--- src/hw/dpsl_defs.svh ---
`ifndef DPSL_DEFS_SVH
`define DPSL_DEFS_SVH

// ----------------------------------------
// register byte addresses
// ----------------------------------------
`define DPSL_MODE_ADDR 32'hFFFFE510
`define DPSL_KEY_ADDR 32'hFFFFE514
`define DPSL_STAT_ADDR 32'hFFFFE518

// ----------------------------------------
// fields and values
// ----------------------------------------
`define DPSL_OFF_BIT 0
`define DPSL_OFF_RST 1'b1
`define DPSL_UNLOCK_KEY 32'h000000C5
`define DPSL_STAT_LOCK_BIT 0
`define DPSL_STAT_DENY_BIT 1
`define DPSL_ZERO_WORD 32'h00000000

`endif

--- src/hw/dpsl_pkg.sv ---
package dpsl_pkg;

    // ----------------------------------------
    // probe gate state, one-hot
    // ----------------------------------------
    typedef enum logic [1:0] {
        DPSL_LOCKED = 2'b01,
        DPSL_OPEN = 2'b10
    } dpsl_state_t;

endpackage

--- src/hw/dpsl_probe_lock.sv ---
// The implementer's own choice: strobed register access.
`timescale 1ns/1ns
`include "dpsl_defs.svh"

module dpsl_probe_lock
    import dpsl_pkg::*;
(
    input wire logic clock, // system clock, 50 MHz
    input wire logic resetn, // ordinary reset, async, low
    input wire logic por_n, // power-on reset, async, low
    input wire logic [31:0] addr, // register byte address
    input wire logic [31:0] wdata, // register write data
    input wire logic wr, // write strobe
    input wire logic rd, // read strobe
    output logic [31:0] rdata, // read data, cycle after rd
    input wire logic probe_req, // probe access request pulse
    input wire logic probe_flash_rd, // request is a flash read
    input wire logic [31:0] probe_flash_data, // flash word for the probe
    output logic probe_en, // probe interface usable
    output logic probe_ack, // request granted pulse
    output logic probe_deny, // request refused pulse
    output logic [31:0] probe_rdata // data returned to the probe
);

    // ----------------------------------------
    // reset and decode
    // ----------------------------------------
    // bus side state clears on either reset; lock state only on power-on
    logic any_rst_n;
    assign any_rst_n = resetn & por_n;

    function automatic logic hit(input logic [31:0] a, input logic [31:0] reg_addr);
        hit = (a == reg_addr);
    endfunction

    logic wr_mode;
    logic wr_key;
    logic wr_stat;
    logic key_ok;
    // writes are ignored while the ordinary reset is held
    assign wr_mode = wr && resetn && hit(addr, `DPSL_MODE_ADDR);
    assign wr_key = wr && resetn && hit(addr, `DPSL_KEY_ADDR);
    assign wr_stat = wr && resetn && hit(addr, `DPSL_STAT_ADDR);
    assign key_ok = (wdata == `DPSL_UNLOCK_KEY);

    // ----------------------------------------
    // lock mode register
    // ----------------------------------------
    logic probe_off_q;

    always_ff @(posedge clock or negedge por_n) begin
        if (!por_n) begin
            probe_off_q <= `DPSL_OFF_RST;
        end else if (wr_mode) begin
            probe_off_q <= wdata[`DPSL_OFF_BIT];
        end
    end

    // ----------------------------------------
    // gate state
    // ----------------------------------------
    // the mode bit alone does nothing: a runaway write cannot unlock
    dpsl_state_t state_q;
    dpsl_state_t state_d;
    logic locked;

    always_comb begin
        state_d = state_q;
        case (state_q)
            DPSL_LOCKED: begin
                if (wr_key && key_ok && !probe_off_q) begin
                    state_d = DPSL_OPEN;
                end
            end
            DPSL_OPEN: begin
                if (wr_key && key_ok && probe_off_q) begin
                    state_d = DPSL_LOCKED;
                end
            end
            default: begin
                state_d = DPSL_LOCKED;
            end
        endcase
    end

    always_ff @(posedge clock or negedge por_n) begin
        if (!por_n) begin
            state_q <= DPSL_LOCKED;
        end else begin
            state_q <= state_d;
        end
    end

    assign locked = (state_q != DPSL_OPEN);
    assign probe_en = !locked;

    // ----------------------------------------
    // probe gate
    // ----------------------------------------
    logic probe_ack_q;
    logic probe_deny_q;
    logic [31:0] probe_rdata_q;

    always_ff @(posedge clock or negedge any_rst_n) begin
        if (!any_rst_n) begin
            probe_ack_q <= 1'b0;
            probe_deny_q <= 1'b0;
        end else begin
            probe_ack_q <= probe_req && !locked;
            probe_deny_q <= probe_req && locked;
        end
    end

    always_ff @(posedge clock or negedge any_rst_n) begin
        if (!any_rst_n) begin
            probe_rdata_q <= `DPSL_ZERO_WORD;
        end else if (probe_req) begin
            if (probe_flash_rd && !locked) begin
                probe_rdata_q <= probe_flash_data;
            end else begin
                probe_rdata_q <= `DPSL_ZERO_WORD;
            end
        end
    end

    assign probe_ack = probe_ack_q;
    assign probe_deny = probe_deny_q;
    assign probe_rdata = probe_rdata_q;

    // ----------------------------------------
    // refused-attempt flag
    // ----------------------------------------
    // sticky; a refusal in the clearing cycle survives the clear
    logic denied_q;

    always_ff @(posedge clock or negedge any_rst_n) begin
        if (!any_rst_n) begin
            denied_q <= 1'b0;
        end else if (probe_req && locked) begin
            denied_q <= 1'b1;
        end else if (wr_stat && wdata[`DPSL_STAT_DENY_BIT]) begin
            denied_q <= 1'b0;
        end
    end

    // ----------------------------------------
    // read port
    // ----------------------------------------
    // key register is write only and reads zero, as do unmapped words
    logic [31:0] rdata_q;
    logic [31:0] rdata_d;

    always_comb begin
        rdata_d = `DPSL_ZERO_WORD;
        if (hit(addr, `DPSL_MODE_ADDR)) begin
            rdata_d[`DPSL_OFF_BIT] = probe_off_q;
        end else if (hit(addr, `DPSL_STAT_ADDR)) begin
            rdata_d[`DPSL_STAT_LOCK_BIT] = locked;
            rdata_d[`DPSL_STAT_DENY_BIT] = denied_q;
        end
    end

    always_ff @(posedge clock or negedge any_rst_n) begin
        if (!any_rst_n) begin
            rdata_q <= `DPSL_ZERO_WORD;
        end else if (rd) begin
            rdata_q <= rdata_d;
        end else begin
            rdata_q <= `DPSL_ZERO_WORD;
        end
    end

    assign rdata = rdata_q;
endmodule

--- config.mk ---
export PLATFORM = sky130hd
export DESIGN_NAME = dpsl_probe_lock
export DESIGN_NICKNAME = d
export VERILOG_FILES = /design/src/hw/dpsl_pkg.sv /design/src/hw/dpsl_probe_lock.sv
export VERILOG_INCLUDE_DIRS = /design/src /design/src/hw
export SDC_FILE = /design/constraint.sdc
export NUM_CORES = 1
export LEC_CHECK = 0
export BUFFER_PORTS_ARGS = -buffer_cell sky130_fd_sc_hd__buf_2
export CAP_MARGIN = 0
export CORE_MARGIN = 10
export CORE_UTILIZATION = 41
export CTS_BUF_LIST = sky130_fd_sc_hd__clkbuf_8 sky130_fd_sc_hd__clkbuf_16
export DETAILED_ROUTE_END_ITERATION = 10
export PLACE_DENSITY_LB_ADDON = 0.1
export SYNTH_ARGS = -nofsm -noshare
export SYNTH_HDL_FRONTEND = slang
export SYNTH_SLANG_ARGS = --single-unit
--- constraint.sdc ---
create_clock -name clock -period 2.55 [get_ports clock]
set_input_delay 0.51 -clock clock [delete_from_list [all_inputs] [get_ports clock]]
set_output_delay 0.51 -clock clock [all_outputs]
set_load 0.05 [all_outputs]
Yosys cells after proc, flatten, opt, wreduce, memory -nomap -nowiden --
Cells that the tools add are included.
Word-level totals: bits in registers 40, input port bits 103, output and inout port bits 67
Operators by class: equality and inequality tests 9, mux-type cells 10, bitwise operators 1, reduce and logical (&&, ||, !) cells 15
Operator list (number):
- == test 32 bit, second input constant | 3
- == test 32 x 8 -> 1 bit, second input constant | 1
- two-way mux 32 bit | 1
- logical AND 1 bit | 11
- two-way mux 2 bit | 4
- inequality test 2 bit, second input constant | 3
- two-way mux 1 bit | 4
- one-hot mux 2 bit (2 select lines) | 1
- == test 2 x 1 -> 1 bit, second input constant | 1
- == test 2 bit, second input constant | 1
- zero test 1 bit | 2
- AND reduction 2 bit | 1
- nonzero test 2 bit | 1
- bitwise AND 1 bit | 1

Logic depth before layout (Yosys ltp) --
depth after elaboration 6, mapped depth 7, gate-level depth less buffers 5

Least setup slack after synthesis --
Ideal clock, no wire load.
path type input -> register, from input port wdata[13], to register state_q[1], setup time 0.121 ns, arrival time 1.936 ns, required time 2.429 ns, setup slack 0.493 ns, cell stages on the path 5, buffers on the path 0, cells stage by stage or4_1 or4_1 nor4_2 a311oi_1 nand2b_1
Between the ends: longest elaborated chain between the ends 5, elaborated cells between the ends (all ways) 7
RTL lines:
- start: declaration | RTL line dpsl_probe_lock.sv:12 | input wire logic [31:0] wdata,
- == test 32 x 8 -> 1 bit (no source line) (*)
- logical AND 1 bit (*) | RTL line dpsl_probe_lock.sv:71, dpsl_probe_lock.sv:76
- logical AND 1 bit, on equally long branches | RTL line dpsl_probe_lock.sv:76, dpsl_probe_lock.sv:71
- inequality test 2 bit (no source line)
- AND reduction 2 bit (no source line) (*)
- end signal: assignment | RTL line dpsl_probe_lock.sv:90 | state_q <= state_d;
- end: declaration | RTL line dpsl_probe_lock.sv:63 | dpsl_state_t state_q;
Mark *: on every way between the ends. The rest lies on a longest branch, timed or not. A chain may end at the register's enable or synchronous reset.

Worst setup path after layout --
Ends and elaborated chain as after synthesis.

==> PnR_summary.wiki <==
{| class="wikitable"
! Metric !! Value
|-
| IR Drop Worst-Case VDD || 0.000343 V
|-
| Latest clock arrival within the worst-skew pair || 0.29 ns
|-
| Dominant cells by area after synthesis || sky130_fd_sc_hd__dfrtp_1, sky130_fd_sc_hd__buf_4, sky130_fd_sc_hd__o21ai_0
|-
| Final instance area || 0.00274 sq mm
|-
| Die Area || 0.00794 sq mm
|-
| Relative contribution of sequential cells to total power || 40.6%
|-
| Die boundary height || 89.1 um
|-
| Setup_tns || 0 ns
|-
| Internal power || 1.13 mW
|-
| Count of pins over their slew limit || 0
|-
| CTS-repair resized insts || 0
|-
| Number of buffers created by CTS || 5
|-
| Die boundary width || 89.1 um
|-
| Via count of the first global-routing pass || 1960
|-
| Achievable frequency || 512 MHz
|-
| Area growth from synthesis to final layout || 40.1%
|-
| Number of setup violations in the final report || 0
|-
| Number of nets with antenna violations after detailed routing || 0
|-
| Pin count of the biggest net entering global routing || 38
|-
| Area of the core || 0.00466 sq mm
|-
| Finished Core Util || 58.9%
|-
| Slew @ Worst Pin || 0.836 ns
|-
| Post-detailed-route DRC marker count || 0
|-
| Root Driver || sky130_fd_sc_hd__clkbuf_8
|-
| Number of warnings printed during yosys synthesis || 0
|-
| Max-slew headroom || 44.3%
|-
| Antenna cell count || 0
|-
| Post CTS Setup Buffer Count || 0
|-
| Cell area after technology mapping || 0.00196 sq mm
|-
| Tot GR Track Use || 14.9%
|-
| Fin nets || 464
|-
| Final worst path period share || 76.5%
|-
| HP Class || in2reg
|-
| Worst-path maximum fanout || 2
|-
| Type of the setup path with the least slack || in2reg
|-
| Switching power share of the total || 33.8%
|-
| Type of element launching the critical path || input port
|-
| Top cell by count, worst path || sky130_fd_sc_hd__or4_1
|-
| Pwr Density || 623 mW/mm^2
|-
| H-tree levels || 2
|-
| Placed inst area || 0.00261 sq mm
|-
| Number of placement rows || 25
|-
| # port buffers || 139
|-
| Starting density of the core || 42.0%
|-
| Dpl hpwl || 5.21 mm
|-
| Top-level port count || 170
|-
| Library cell with the largest summed area after synthesis || sky130_fd_sc_hd__dfrtp_1
|-
| Number of antenna violations at the first check in global routing || 0
|-
| Aggregate routed wire length || 6.22 mm
|-
| Time the worst path needs with I/O delays and setup || 1.95 ns
|-
| Worst Skew || 0.00666 ns
|-
| Critical path data arrival time || 2.13 ns
|-
| Global route total overflow || 0
|-
| Sequential element share of the synthesized area || 51.2%
|-
| Deepest clock path buffer count || 2
|-
| Hold_buf cts || 1
|-
| Switching power total || 0.577 mW
|-
| Leakage || 1.53 nW
|-
| Post-DR vias/cell || 4.49
|-
| Worst path max stage delay || 0.52 ns
|-
| Library cell contributing the largest single delay on the critical path || sky130_fd_sc_hd__or4_1
|-
| Sort of element at the end of the critical path || flop
|-
| Final setup slack of the worst path || 0.599 ns
|-
| Worst EP required || 2.73 ns
|-
| Synthesized area divided by synthesized cell count || 8.90 sq um
|-
| Wire length of the first global-routing pass || 9.21 mm
|-
| Number of hold-slack violations in the final timing report || 0
|-
| Share of total power in the clock network || 33.1%
|-
| Setup repair after global routing missed its margin || no
|-
| DRT Pass-1 Iters || 4
|-
| Cell chain of the critical path || buf_2 > or4_1 > or4_1 > nor4_2 > a311oi_1 > nand2b_1
|-
| Final Wtd Congestion || 0.787
|-
| Number of instances in the synthesized netlist || 220
|-
| Number of DRC markers after the initial detailed-route iteration || 72
|-
| Routed length per instance || 15.0 um
|-
| Clock sink total || 40
|-
| CTS tree || built
|-
| Clock transition at the registers of the reported paths || 0.08 ns
|-
| Status || complete, no violations
|-
| Portion of synthesized cell area occupied by the leading cell type || 48.6%
|-
| Count of maximum capacitance violations || 0
|-
| Vias post-DR || 1867
|-
| Fraction of final layout cells with drive strength greater than 1 || 42.5%
|-
| Portion of total power attributed to combinational logic || 26.3%
|-
| Hold slack final || 0.414 ns
|-
| Flops & latches, synth || 40
|-
| Worst slack at placement || 0.286 ns
|-
| Number of distinct library cell variants in the gate-level netlist after synthesis || 25
|}
cells in the mapped netlist:
library cell / number
sky130_fd_sc_hd__nor2b_1: 4
sky130_fd_sc_hd__dfstp_2: 2
sky130_fd_sc_hd__nor4b_1: 2
sky130_fd_sc_hd__buf_4: 30
sky130_fd_sc_hd__nand4_1: 8
sky130_fd_sc_hd__o21ai_0: 32
sky130_fd_sc_hd__or4_1: 2
sky130_fd_sc_hd__and3_1: 1
sky130_fd_sc_hd__nor4_2: 1
sky130_fd_sc_hd__nand2_1: 35
sky130_fd_sc_hd__dfrtp_1: 38
sky130_fd_sc_hd__inv_1: 33
sky130_fd_sc_hd__and2_1: 2
sky130_fd_sc_hd__nand2b_1: 1
sky130_fd_sc_hd__nand3_1: 2
sky130_fd_sc_hd__a21o_1: 1
sky130_fd_sc_hd__nor4bb_1: 4
sky130_fd_sc_hd__mux2_2: 1
sky130_fd_sc_hd__nor3_1: 2
sky130_fd_sc_hd__a311oi_1: 1
sky130_fd_sc_hd__nor4_1: 4
sky130_fd_sc_hd__a211oi_1: 1
sky130_fd_sc_hd__nor2_1: 5
sky130_fd_sc_hd__clkbuf_1: 7
sky130_fd_sc_hd__conb_1: 1
layout make-up:
type | count | area, sq um
Sequential cell | 40 | 1000
Tap cell | 54 | 67.6
Fill cell | 450 | 1920
Timing Repair Buffer | 142 | 733
Clock inverter | 1 | 30.0
Inverter | 33 | 124
Multi-Input combinational cell | 139 | 689
Clock buffer | 7 | 96.3
power groups by stage:
stage          Combinational [mW]  Sequential [mW]  Clock, mW
6_report                    0.450            0.694      0.566
5_1_grt                     0.484            0.701      0.611
4_1_cts                     0.454            0.695      0.580
3_5_place_dp                0.452            0.707          0
3_3_place_gp                0.448            0.706          0
2_1_floorplan               0.194            0.855          0
cells by family after synthesis:
family | synth area share (%)
simple gates | 19.4
buf+inv | 19.2
flops | 51.2
compound gates | 9.39
mux | 0.575
other cells | 0.192
per-stage QoR:
step           instances  power, mW
6_report             416       1.71
5_1_grt              416       1.80
4_1_cts              416       1.73
3_5_place_dp         407       1.16
3_3_place_gp         407       1.15
2_1_floorplan        249       1.05
worst max-delay path: cells and delay by family:
family	cells	cell delay (ns)
compound gates	1	0.16
simple gates	4	1.37
buf+inv	1	0.09
per-layer routing:
layer  global-route usage (%)  vias up  routed length, um
met5                        0        -                  0
met2                     24.8       92               3070
met3                     6.65        8                672
met4                     4.91        0                 85
li1                         -      933                  -
met1                     16.7      834               2390
placed cells by master, fill, tap and decap left out, drive strengths merged:
master and n:
buf 141, dfrtp 38, nand2 35, inv 33, o21ai 32, conb 30
nand4 8, clkbuf 7, nor2 5, nor4 5, nor2b 4, nor4bb 4
nor4b 2, nand3 2, nor3 2, or4 2, dfstp 2, and2 2
a211oi 1, and3 1, a311oi 1, a21o 1, mux2 1, nand2b 1
bufinv 1, dlygate4sd3 1
final timing paths:
path | depth (start not counted) | start | end | slack (ns)
setup reg to reg | 6 | state_q[1] | probe_rdata[9] | 0.91
min in group asynchronous | 2 | resetn | probe_ack | 0.45
setup / recovery | 6 | wdata[13] | state_q[1] | 0.60
hold / removal | 3 | probe_flash_data[19] | probe_rdata[19] | 0.41
max in group asynchronous | 3 | por_n | rdata[0] | 0.98
hold reg to reg | 1 | denied_q | denied_q | 0.49
sequential cells by signal, indices dropped and copies added (netlist names):
register	cells
denied_q	1
probe_ack	1
probe_deny	1
probe_off_q	1
probe_rdata	32
rdata	2
state_q	2
Power figures use the tool's default switching activity.
